===== src/intc_pkg.sv =====
// Functional notes
// six request sources, two priority levels
// one enable register, one priority register
// priority bit 0 low level, 1 high
// serve request unless same/higher level active
// hold request until equal/higher routine ends
// high level request preempts low routine
// track both levels, resume suspended routine
// external flag cleared only when edge mode
// transmit flag: bit eight end or stop start
// receive flag: bit eight end or mid stop
// serial flags sit in serial control register
// fixed polling order and fixed vectors
// serial and timer 2 flags software cleared
`default_nettype none
package intc_pkg;
   localparam int unsigned NUM_SRC = 6;
   // register byte addresses
   localparam logic [7:0] OFS_ENABLE = 8'h00;
   localparam logic [7:0] OFS_PRIORITY = 8'h04;
   localparam logic [7:0] OFS_SERIAL = 8'h08;
   localparam logic [7:0] OFS_FLAGS = 8'h0C;
   localparam logic [7:0] OFS_EXT_MODE = 8'h10;
   localparam logic [7:0] OFS_STATE = 8'h14;
   localparam logic [7:0] OFS_EVT_STATUS = 8'h18;
   localparam logic [7:0] OFS_EVT_CLEAR = 8'h1C;
   localparam logic [7:0] OFS_EVT_ENABLE = 8'h20;
   // reset values
   localparam logic [7:0] RST_ENABLE = 8'h00;
   localparam logic [5:0] RST_PRIORITY = 6'h00;
   localparam logic [7:0] RST_SERIAL = 8'h00;
   localparam logic [5:0] RST_FLAGS = 6'h00;
   localparam logic [1:0] RST_EXT_MODE = 2'h0;
   localparam logic [5:0] RST_EVT = 6'h00;
   // enable register fields
   localparam int unsigned EN_GLOBAL = 7;
   // source indices, in polling order
   localparam logic [2:0] SRC_EXT0 = 3'h0;
   localparam logic [2:0] SRC_T0 = 3'h1;
   localparam logic [2:0] SRC_EXT1 = 3'h2;
   localparam logic [2:0] SRC_T1 = 3'h3;
   localparam logic [2:0] SRC_SP = 3'h4;
   localparam logic [2:0] SRC_T2 = 3'h5;
   // serial control fields
   localparam int unsigned SC_RX_DONE = 0;
   localparam int unsigned SC_TX_DONE = 1;
   localparam int unsigned SC_RX_NINTH = 2;
   localparam int unsigned SC_TX_NINTH = 3;
   localparam int unsigned SC_REN = 4;
   localparam int unsigned SC_SM2 = 5;
   localparam int unsigned SC_MODE_LO = 6;
   localparam int unsigned SC_MODE_HI = 7;
   // request flag fields
   localparam int unsigned FL_EXT0 = 0;
   localparam int unsigned FL_T0 = 1;
   localparam int unsigned FL_EXT1 = 2;
   localparam int unsigned FL_T1 = 3;
   localparam int unsigned FL_T2_OVF = 4;
   localparam int unsigned FL_T2_EXT = 5;
   // external mode fields, 1 = transition activated
   localparam int unsigned MD_EXT0_EDGE = 0;
   localparam int unsigned MD_EXT1_EDGE = 1;
   // vectors
   localparam logic [7:0] VEC_BASE = 8'h03;
   localparam logic [7:0] VEC_STEP = 8'h08;
   // bus answers
   localparam logic [1:0] RESP_OKAY = 2'h0;
   localparam logic [1:0] RESP_SLVERR = 2'h2;

   typedef enum logic [1:0] {
      HS_IDLE = 2'b01,
      HS_OFFER = 2'b10
   } hs_e;

   function automatic logic [7:0] vector_of(input logic [2:0] idx);
      vector_of = 8'(VEC_BASE + 8'(idx) * VEC_STEP);
   endfunction : vector_of
endpackage : intc_pkg
`default_nettype wire


===== src/int_pin_sync.sv =====
`default_nettype none
module int_pin_sync (
   // clock and reset
   input wire logic clk_i,
   input wire logic rst_i,
   // pin, active low
   input wire logic pin_n_i,
   // synchronised outputs
   output logic low_o,
   output logic fall_o
);
   typedef struct packed {
      logic meta;
      logic sync;
      logic prev;
   } sync_s;

   sync_s s_reg;
   sync_s s_next;

   always_comb begin
      s_next.meta = pin_n_i;
      s_next.sync = s_reg.meta;
      s_next.prev = s_reg.sync;
   end

   always_ff @(posedge clk_i) begin
      if (rst_i) begin
         s_reg <= '1;
      end else begin
         s_reg <= s_next;
      end
   end

   assign low_o = ~s_reg.sync;
   assign fall_o = s_reg.prev & ~s_reg.sync;
endmodule : int_pin_sync
`default_nettype wire


===== src/int_poll_arbiter.sv =====
`default_nettype none
module int_poll_arbiter #(
   parameter int unsigned N = 6
) (
   // requests and their levels
   input wire logic [N-1:0] req_i,
   input wire logic [N-1:0] level_i,
   // winner
   output logic valid_o,
   output logic [2:0] idx_o,
   output logic level_o
);
   logic [N-1:0] hi;
   logic [N-1:0] lo;

   // lowest index wins within a level
   function automatic logic [2:0] first_set(input logic [N-1:0] v);
      first_set = 3'h0;
      for (int i = N - 1; i >= 0; i--) begin
         if (v[i]) begin
            first_set = 3'(i);
         end
      end
   endfunction : first_set

   always_comb begin
      hi = req_i & level_i;
      lo = req_i & ~level_i;
      valid_o = |req_i;
      level_o = |hi;
      if (|hi) begin
         idx_o = first_set(hi);
      end else begin
         idx_o = first_set(lo);
      end
   end
endmodule : int_poll_arbiter
`default_nettype wire


===== src/intc_top.sv =====
// The address map and the AXI4-Lite interface to the registers were chosen for this implementation.
`default_nettype none
module intc_top (
   // clock and reset
   input wire logic CLK_I,
   input wire logic RST_I,
   // axi4-lite write
   input wire logic [7:0] S_AXI_AWADDR_I,
   input wire logic S_AXI_AWVALID_I,
   output logic S_AXI_AWREADY_O,
   input wire logic [31:0] S_AXI_WDATA_I,
   input wire logic [3:0] S_AXI_WSTRB_I,
   input wire logic S_AXI_WVALID_I,
   output logic S_AXI_WREADY_O,
   output logic [1:0] S_AXI_BRESP_O,
   output logic S_AXI_BVALID_O,
   input wire logic S_AXI_BREADY_I,
   // axi4-lite read
   input wire logic [7:0] S_AXI_ARADDR_I,
   input wire logic S_AXI_ARVALID_I,
   output logic S_AXI_ARREADY_O,
   output logic [31:0] S_AXI_RDATA_O,
   output logic [1:0] S_AXI_RRESP_O,
   output logic S_AXI_RVALID_O,
   input wire logic S_AXI_RREADY_I,
   // external request pins
   input wire logic EXT0_N_I,
   input wire logic EXT1_N_I,
   // timer and serial events, one-cycle pulses
   input wire logic TIMER0_OVF_I,
   input wire logic TIMER1_OVF_I,
   input wire logic TIMER2_OVF_I,
   input wire logic TIMER2_EXT_I,
   input wire logic TX_DATA8_END_I,
   input wire logic TX_STOP_START_I,
   input wire logic RX_DATA8_END_I,
   input wire logic RX_STOP_HALF_I,
   input wire logic RX_NINTH_I,
   // core vectoring
   output logic INT_REQ_O,
   output logic [7:0] INT_VECTOR_O,
   output logic INT_LEVEL_O,
   input wire logic INT_ACK_I,
   input wire logic INT_RETURN_I,
   // serial port controls
   output logic [1:0] SERIAL_MODE_O,
   output logic SERIAL_SM2_O,
   output logic SERIAL_REN_O,
   output logic TX_NINTH_O,
   // event interrupt
   output logic IRQ_O
);
   localparam int unsigned N = intc_pkg::NUM_SRC;

   typedef struct packed {
      logic awready;
      logic aw_full;
      logic [7:0] awaddr;
      logic wready;
      logic w_full;
      logic [31:0] wdata;
      logic wstrb0;
      logic bvalid;
      logic [1:0] bresp;
      logic arready;
      logic rvalid;
      logic [31:0] rdata;
      logic [1:0] rresp;
      logic [7:0] interrupt_enable_reg;
      logic [5:0] priority_select_reg;
      logic [7:0] serial_control_reg;
      logic [5:0] flags;
      logic [1:0] ext_mode;
      logic [5:0] evt_status;
      logic [5:0] evt_enable;
      logic [1:0] in_service;
      intc_pkg::hs_e hs;
      logic req;
      logic [7:0] vector;
      logic level;
      logic [2:0] src;
      logic irq;
   } state_s;

   state_s s_reg;
   state_s s_next;

   logic ext0_low;
   logic ext0_fall;
   logic ext1_low;
   logic ext1_fall;
   logic [N-1:0] pend;
   logic win_valid;
   logic [2:0] win_idx;
   logic win_level;

   int_pin_sync u_ext0 (
      .clk_i(CLK_I),
      .rst_i(RST_I),
      .pin_n_i(EXT0_N_I),
      .low_o(ext0_low),
      .fall_o(ext0_fall)
   );

   int_pin_sync u_ext1 (
      .clk_i(CLK_I),
      .rst_i(RST_I),
      .pin_n_i(EXT1_N_I),
      .low_o(ext1_low),
      .fall_o(ext1_fall)
   );

   // pending sources in polling order
   always_comb begin
      pend[intc_pkg::SRC_EXT0] = s_reg.flags[intc_pkg::FL_EXT0];
      pend[intc_pkg::SRC_T0] = s_reg.flags[intc_pkg::FL_T0];
      pend[intc_pkg::SRC_EXT1] = s_reg.flags[intc_pkg::FL_EXT1];
      pend[intc_pkg::SRC_T1] = s_reg.flags[intc_pkg::FL_T1];
      pend[intc_pkg::SRC_SP] = s_reg.serial_control_reg[intc_pkg::SC_TX_DONE]
         | s_reg.serial_control_reg[intc_pkg::SC_RX_DONE];
      pend[intc_pkg::SRC_T2] = s_reg.flags[intc_pkg::FL_T2_OVF]
         | s_reg.flags[intc_pkg::FL_T2_EXT];
      pend = pend & s_reg.interrupt_enable_reg[N-1:0]
         & {N{s_reg.interrupt_enable_reg[intc_pkg::EN_GLOBAL]}};
   end

   int_poll_arbiter #(
      .N(N)
   ) u_arb (
      .req_i(pend),
      .level_i(s_reg.priority_select_reg),
      .valid_o(win_valid),
      .idx_o(win_idx),
      .level_o(win_level)
   );

   function automatic logic [31:0] read_word(input logic [7:0] a, input state_s st);
      case (a)
         intc_pkg::OFS_ENABLE: read_word = {24'h0, st.interrupt_enable_reg};
         intc_pkg::OFS_PRIORITY: read_word = {26'h0, st.priority_select_reg};
         intc_pkg::OFS_SERIAL: read_word = {24'h0, st.serial_control_reg};
         intc_pkg::OFS_FLAGS: read_word = {26'h0, st.flags};
         intc_pkg::OFS_EXT_MODE: read_word = {30'h0, st.ext_mode};
         intc_pkg::OFS_STATE: read_word = {16'h0, st.vector, 1'b0, st.src,
            st.level, st.req, st.in_service};
         intc_pkg::OFS_EVT_STATUS: read_word = {26'h0, st.evt_status};
         intc_pkg::OFS_EVT_ENABLE: read_word = {26'h0, st.evt_enable};
         default: read_word = 32'h0000_0000;
      endcase
   endfunction : read_word

   function automatic logic mapped(input logic [7:0] a);
      mapped = (a <= intc_pkg::OFS_EVT_ENABLE) && (a[1:0] == 2'h0);
   endfunction : mapped

   always_comb begin
      logic wr;
      logic [7:0] wd;
      logic [5:0] evt_clr;
      logic [5:0] set_src;
      logic allowed;
      logic sc_mode0;
      logic tx_set;
      logic rx_set;
      wr = 1'b0;
      wd = 8'h00;
      evt_clr = 6'h00;
      set_src = 6'h00;
      allowed = 1'b0;
      s_next = s_reg;

      // bus write channels
      if (S_AXI_AWVALID_I && s_reg.awready) begin
         s_next.aw_full = 1'b1;
         s_next.awready = 1'b0;
         s_next.awaddr = S_AXI_AWADDR_I;
      end
      if (S_AXI_WVALID_I && s_reg.wready) begin
         s_next.w_full = 1'b1;
         s_next.wready = 1'b0;
         s_next.wdata = S_AXI_WDATA_I;
         s_next.wstrb0 = S_AXI_WSTRB_I[0];
      end
      if (s_reg.bvalid && S_AXI_BREADY_I) s_next.bvalid = 1'b0;
      if (s_reg.aw_full && s_reg.w_full && !s_reg.bvalid) begin
         wr = s_reg.wstrb0;
         wd = s_reg.wdata[7:0];
         s_next.aw_full = 1'b0;
         s_next.w_full = 1'b0;
         s_next.awready = 1'b1;
         s_next.wready = 1'b1;
         s_next.bvalid = 1'b1;
         s_next.bresp = mapped(s_reg.awaddr) ? intc_pkg::RESP_OKAY : intc_pkg::RESP_SLVERR;
      end

      // bus read channels
      if (s_reg.rvalid && S_AXI_RREADY_I) begin
         s_next.rvalid = 1'b0;
         s_next.arready = 1'b1;
      end
      if (S_AXI_ARVALID_I && s_reg.arready) begin
         s_next.arready = 1'b0;
         s_next.rvalid = 1'b1;
         s_next.rdata = read_word(S_AXI_ARADDR_I, s_reg);
         s_next.rresp = mapped(S_AXI_ARADDR_I) ? intc_pkg::RESP_OKAY : intc_pkg::RESP_SLVERR;
      end

      // software register writes
      if (wr) begin
         case (s_reg.awaddr)
            intc_pkg::OFS_ENABLE: s_next.interrupt_enable_reg = {wd[7], 1'b0, wd[5:0]};
            intc_pkg::OFS_PRIORITY: s_next.priority_select_reg = wd[5:0];
            intc_pkg::OFS_SERIAL: s_next.serial_control_reg = wd;
            intc_pkg::OFS_FLAGS: s_next.flags = wd[5:0];
            intc_pkg::OFS_EXT_MODE: s_next.ext_mode = wd[1:0];
            intc_pkg::OFS_EVT_CLEAR: evt_clr = wd[5:0];
            intc_pkg::OFS_EVT_ENABLE: s_next.evt_enable = wd[5:0];
            default: ;
         endcase
      end

      // routine finished: innermost level leaves service
      if (INT_RETURN_I) begin
         if (s_reg.in_service[1]) s_next.in_service[1] = 1'b0;
         else s_next.in_service[0] = 1'b0;
      end

      // vector taken by the core
      if (s_reg.hs == intc_pkg::HS_OFFER && INT_ACK_I) begin
         s_next.in_service[s_reg.level] = 1'b1;
         s_next.req = 1'b0;
         s_next.hs = intc_pkg::HS_IDLE;
         case (s_reg.src)
            intc_pkg::SRC_EXT0: if (s_reg.ext_mode[intc_pkg::MD_EXT0_EDGE])
               s_next.flags[intc_pkg::FL_EXT0] = 1'b0;
            intc_pkg::SRC_EXT1: if (s_reg.ext_mode[intc_pkg::MD_EXT1_EDGE])
               s_next.flags[intc_pkg::FL_EXT1] = 1'b0;
            intc_pkg::SRC_T0: s_next.flags[intc_pkg::FL_T0] = 1'b0;
            intc_pkg::SRC_T1: s_next.flags[intc_pkg::FL_T1] = 1'b0;
            default: ; // serial and timer 2 keep their flags
         endcase
      end else begin
         // offer the winner only if no equal or higher level is in service
         if (win_level) begin
            allowed = win_valid && !s_reg.in_service[1];
         end else begin
            allowed = win_valid && (s_reg.in_service == 2'b00);
         end
         if (allowed) begin
            s_next.hs = intc_pkg::HS_OFFER;
            s_next.req = 1'b1;
            s_next.src = win_idx;
            s_next.level = win_level;
            s_next.vector = intc_pkg::vector_of(win_idx);
         end else begin
            s_next.hs = intc_pkg::HS_IDLE;
            s_next.req = 1'b0;
         end
      end

      // hardware flag setting, wins over any clear
      sc_mode0 = (s_reg.serial_control_reg[intc_pkg::SC_MODE_HI:intc_pkg::SC_MODE_LO] == 2'b00);
      tx_set = sc_mode0 ? TX_DATA8_END_I : TX_STOP_START_I;
      rx_set = sc_mode0 ? RX_DATA8_END_I : RX_STOP_HALF_I;
      if (tx_set) s_next.serial_control_reg[intc_pkg::SC_TX_DONE] = 1'b1;
      if (rx_set) begin
         s_next.serial_control_reg[intc_pkg::SC_RX_DONE] = 1'b1;
         s_next.serial_control_reg[intc_pkg::SC_RX_NINTH] = RX_NINTH_I;
      end
      if (TIMER0_OVF_I) s_next.flags[intc_pkg::FL_T0] = 1'b1;
      if (TIMER1_OVF_I) s_next.flags[intc_pkg::FL_T1] = 1'b1;
      if (TIMER2_OVF_I) s_next.flags[intc_pkg::FL_T2_OVF] = 1'b1;
      if (TIMER2_EXT_I) s_next.flags[intc_pkg::FL_T2_EXT] = 1'b1;
      if (s_reg.ext_mode[intc_pkg::MD_EXT0_EDGE]) begin
         if (ext0_fall) s_next.flags[intc_pkg::FL_EXT0] = 1'b1;
      end else begin
         s_next.flags[intc_pkg::FL_EXT0] = ext0_low;
      end
      if (s_reg.ext_mode[intc_pkg::MD_EXT1_EDGE]) begin
         if (ext1_fall) s_next.flags[intc_pkg::FL_EXT1] = 1'b1;
      end else begin
         s_next.flags[intc_pkg::FL_EXT1] = ext1_low;
      end

      // sticky events: a timer or serial set pulse, or an external flag rising
      set_src[intc_pkg::SRC_EXT0] = s_next.flags[intc_pkg::FL_EXT0]
         & ~s_reg.flags[intc_pkg::FL_EXT0];
      set_src[intc_pkg::SRC_T0] = TIMER0_OVF_I;
      set_src[intc_pkg::SRC_EXT1] = s_next.flags[intc_pkg::FL_EXT1]
         & ~s_reg.flags[intc_pkg::FL_EXT1];
      set_src[intc_pkg::SRC_T1] = TIMER1_OVF_I;
      set_src[intc_pkg::SRC_SP] = tx_set | rx_set;
      set_src[intc_pkg::SRC_T2] = TIMER2_OVF_I | TIMER2_EXT_I;
      s_next.evt_status = (s_reg.evt_status & ~evt_clr) | set_src;
      s_next.irq = |(s_next.evt_status & s_next.evt_enable);
   end

   always_ff @(posedge CLK_I) begin
      if (RST_I) begin
         s_reg <= '0;
         s_reg.awready <= 1'b1;
         s_reg.wready <= 1'b1;
         s_reg.arready <= 1'b1;
         s_reg.interrupt_enable_reg <= intc_pkg::RST_ENABLE;
         s_reg.priority_select_reg <= intc_pkg::RST_PRIORITY;
         s_reg.serial_control_reg <= intc_pkg::RST_SERIAL;
         s_reg.flags <= intc_pkg::RST_FLAGS;
         s_reg.ext_mode <= intc_pkg::RST_EXT_MODE;
         s_reg.evt_status <= intc_pkg::RST_EVT;
         s_reg.evt_enable <= intc_pkg::RST_EVT;
         s_reg.hs <= intc_pkg::HS_IDLE;
      end else begin
         s_reg <= s_next;
      end
   end

   assign S_AXI_AWREADY_O = s_reg.awready;
   assign S_AXI_WREADY_O = s_reg.wready;
   assign S_AXI_BRESP_O = s_reg.bresp;
   assign S_AXI_BVALID_O = s_reg.bvalid;
   assign S_AXI_ARREADY_O = s_reg.arready;
   assign S_AXI_RDATA_O = s_reg.rdata;
   assign S_AXI_RRESP_O = s_reg.rresp;
   assign S_AXI_RVALID_O = s_reg.rvalid;
   assign INT_REQ_O = s_reg.req;
   assign INT_VECTOR_O = s_reg.vector;
   assign INT_LEVEL_O = s_reg.level;
   assign SERIAL_MODE_O = s_reg.serial_control_reg[intc_pkg::SC_MODE_HI:intc_pkg::SC_MODE_LO];
   assign SERIAL_SM2_O = s_reg.serial_control_reg[intc_pkg::SC_SM2];
   assign SERIAL_REN_O = s_reg.serial_control_reg[intc_pkg::SC_REN];
   assign TX_NINTH_O = s_reg.serial_control_reg[intc_pkg::SC_TX_NINTH];
   assign IRQ_O = s_reg.irq;
endmodule : intc_top
`default_nettype wire


===== config.mk =====
export PLATFORM = sky130hd
export DESIGN_NAME = intc_top
export DESIGN_NICKNAME = d
export VERILOG_FILES = /design/src/intc_pkg.sv /design/src/int_pin_sync.sv /design/src/int_poll_arbiter.sv /design/src/intc_top.sv
export SDC_FILE = /design/constraint.sdc
export NUM_CORES = 1
export LEC_CHECK = 0
export BUFFER_PORTS_ARGS = -buffer_cell sky130_fd_sc_hd__buf_4
export CORE_MARGIN = 2
export CORE_UTILIZATION = 42
export CTS_BUF_LIST = sky130_fd_sc_hd__clkbuf_4 sky130_fd_sc_hd__clkbuf_8 sky130_fd_sc_hd__clkbuf_16
export CTS_CLUSTER_SIZE = 28
export DETAILED_ROUTE_END_ITERATION = 8
export GPL_ROUTABILITY_DRIVEN = 0
export PLACE_DENSITY = 0.71
export SLEW_MARGIN = 20
export SYNTH_ARGS = -nofsm -noshare
export SYNTH_HDL_FRONTEND = slang
export SYNTH_SLANG_ARGS = --single-unit
export TNS_END_PERCENT = 100

===== constraint.sdc =====
create_clock -name CLK_I -period 3.3 [get_ports CLK_I]
set_input_delay 0.495 -clock CLK_I [delete_from_list [all_inputs] [get_ports CLK_I]]
set_output_delay 0.495 -clock CLK_I [all_outputs]
set_load 0.02 [all_outputs]

==> summary by stage <==
Timing
The share of the clock period used by the worst path after layout is 65.3%. In this run the tightest slew margin relative to its limit is 37.3%. Counting I/O delays and the setup requirement, the final critical path takes 2150 ps.

The final-report max-slew violation count is 0. The number of hold violations in the final report is 0. Setup repair after global routing left no endpoint under its margin. Final hold analysis gives a worst-case slack of 324 ps. The measured slew at the worst slew-check pin is 939 ps.

Setup total negative slack on the finished layout was measured at 0 ps. The post-route clock skew is 11.3 ps. The fmax is 464 MHz. Setup violations remaining at the end of the flow were counted as 0. The worst setup margin is 1150 ps.

Placed design
Input and output buffers added on the ports amount to 77. After detailed placement, the total cell area comes to 5100 sq um. Detailed placement finished with a half-perimeter wire length of 8.90 mm.

OpenSTA, run right after detailed placement, puts the worst setup slack at 844 ps.

Detailed routing
In the final routed layout, each cell accounts on average for 15.9 um. The detailed router used layers up to and including met4. The met2 routed wirelength is 5.30 mm.

Once detail routing completed, the nets flagged for antenna violations numbered 0. Using the TritonRoute via totals, the vias-per-cell ratio works out to 5.58. In the detailed route, the total length drawn on met3 is 949 um. For this block, wires on met1 add up to 5.35 mm. The number of iterations in the first detailed-routing pass is 5. Summing over every cut layer, the via total after detailed routing is 4,230. The total wirelength of the detailed-routed design is 12.0 mm.

The number of DRC markers in iteration 0 is 285. After detailed routing, the number of remaining DRC violations is 0.

Logic synthesis
The cell area after technology mapping is 4730 sq um. The most used flip-flop cell after synthesis is sky130_fd_sc_hd__dfxtp_1. Counting flops with an async set or reset pin after synthesis yields a share of 0%.

The average instance in the mapped netlist occupies 8.19 sq um. Synthesis handed over a netlist of 578 instances. The synthesis-stage register bit count is 95. The number of synthesized flops with an enable pin is 0. In the synthesized netlist, the cells that appear most often are sky130_fd_sc_hd__dfxtp_1, sky130_fd_sc_hd__nand2_1, sky130_fd_sc_hd__a21oi_1, sky130_fd_sc_hd__buf_4, sky130_fd_sc_hd__nor2_1. The share of the Yosys chip area taken by registers is 40.2%. In this run the biggest area consumer among cell types represents 40.2% of the synthesized area. During synthesis, Yosys emitted a total of 0 warnings.

sky130_fd_sc_hd__dfxtp_1 is the most common cell in the netlist. The count of cell types in the netlist is 61. Ranked by total cell area, the synthesized netlist is headed by sky130_fd_sc_hd__dfxtp_1, sky130_fd_sc_hd__a21oi_1, sky130_fd_sc_hd__buf_4. The post-synthesis cell type with the largest combined area is sky130_fd_sc_hd__dfxtp_1.

Final layout
Of the cells placed in the final design, the portion with a size suffix greater than 1 is 18.3%. Relative to the synthesized area, the layout overhead comes to 13.9%. The register with the most flip-flops in the layout has 62 of them. The number of antenna repair diodes is 0.

Summing all non-filler instances in the final layout gives an area of 5390 sq um. The number of filler cells placed in the layout is 1,093. For this run, the post-layout net count is 685.

Floorplanning
During I/O placement, the number of pins put on the boundary was 129. The floorplan step defined a die boundary enclosing 12,100 sq um. In this run the core area contains 38 standard-cell rows. The vertical die dimension is 110 um. From left edge to right edge, the die measures 110 um.

The effective utilization at floorplan is 43.3%. The floorplan step defined a core boundary enclosing 10,900 sq um.

Global routing
The initial antenna violation count is 0. The first global-routing pass estimated 19.4 mm of wire. The largest net degree at the start of global routing is 62. Global routing finished with a remaining overflow of 0.

The number of global-route vias before repair was 3,871. In the global route stage, overall resource usage came out at 20.8%.

Critical path
Traced cell by cell, the critical path runs through and4b_1 -> nand4_2 -> mux2i_1 -> o22ai_1 -> o21bai_1 -> o221ai_1. For this run, the slowest stage of the critical path takes 500 ps. The family of cells with the greatest summed delay on the critical path is simple AND/OR/NAND/NOR gates.

The start point of the critical path is S_AXI_BVALID_O. At the worst endpoint, the required time is 3510 ps. The critical path class is reg2reg. The worst setup path is launched from a flip-flop. STA puts the critical path data arrival time at 2370 ps. In this run the worst path has a maximum fanout of 9. The critical path contains buffers and inverters numbering 0 combined.

On the critical path, the stage with the largest delay is an instance of sky130_fd_sc_hd__and4b_1. The launching point of the worst reg2reg path is S_AXI_BVALID_O. The kind of end point of the critical path is a flip-flop.

CTS
The post-cts sizing count is 0. The number of buffers between clock root and the deepest sink is 2. The number of setup buffers added after CTS is 0.

Clock latency on the worst-skew pair, taken at its later pin, is 350 ps. The clock root buffer is sky130_fd_sc_hd__clkbuf_16. The number of sinks on the clock net is 95. The H-tree was split into 3 levels.

The TritonCTS clock tree is done. Clock-pin slew was measured on the worst setup and hold paths at 70 ps. After clock tree synthesis, the flow added hold-fix buffers numbering 0. The total clock buffers created by CTS is 9.

Power
The worst supply voltage drop on vdd is 0.254 mV. For this design the ratio of total power to cell area is 457 nW/um^2. In this run the static leakage power is 2.20 nW.

Worst hold path
The origin of the worst min-delay path is EXT1_N_I. The path category of the worst min-delay check is in2reg.

Outcome
The run finished with clean final reports.

Job
The max-capacitance violation count is 0.
## report_power, final
part	switching (W)	internal, W
registers	0.0000414	0.00118
clock network	0.000484	0.000540
logic	0.000128	0.0000862
total	0.000654	0.00181
## per-layer routing
| metal | global-route usage, % | vias to the layer above |
|---|---|---|
| met5 | 0 | - |
| met4 | 9.55 | 0 |
| met3 | 4.00 | 35 |
| met2 | 33.0 | 187 |
| met1 | 27.4 | 1968 |
| li1 | - | 2040 |
## cell usage in the layout, fill, tap and decap left out, drive strengths merged, types with 3 or more instances in the layout
cell     instances
a31oi            9
nor3             7
inv             18
nand4b           3
a22o             8
a2bb2oi          3
mux2             3
nor2b            5
or2              8
mux2i           24
o22ai            3
and2             8
a22oi            6
nand3           26
conb            24
nand2           85
buf             79
dfxtp           95
nand2b           3
o211ai           3
o21ai            8
o2bb2ai          8
o21bai           5
nor2            44
and4b            4
nor4b            4
a21oi           73
nand4           10
clkbuf          10
## final timing paths
path / to / slack [ps] / cells after the start
setup / recovery: IRQ_O / 1150 / 6
hold / removal: u_ext1.s_next[1] / 320 / 2
setup reg to reg: IRQ_O / 1150 / 6
hold reg to reg: u_ext0.s_next[0] / 410 / 1
## cell type report
class | instances | area (sq um) | area share [%]
clock buffers | 10 | 233 | 4.32
clock inverters | 6 | 61.3 | 1.14
inverters | 14 | 52.6 | 0.975
multi-input cells | 414 | 2370 | 44.0
flip-flops and latches | 95 | 1900 | 35.3
well taps | 140 | 175 | 3.25
repair buffers | 79 | 593 | 11.0
## cells by family (layout without fill, tap and decap cells)
group	Yosys count	in the layout	share of synthesized area [%]
AO/OA/AOI/OAI	142	142	19.0
buffers and inverters	92	109	11.5
flip-flops	95	95	40.2
multiplexers	27	27	5.79
other	1	24	0.0792
AND/OR/NAND/NOR	221	221	23.5
## metrics by stage
step	utilization (%)	power, W	cells
global route	49.3	0.00256	758
detailed placement	46.6	0.00146	742
floorplan	-	0.00140	601
finish	49.3	0.00246	758
CTS	49.3	0.00247	758
global placement	46.6	0.00145	742
(Power assumes the default switching activity.)
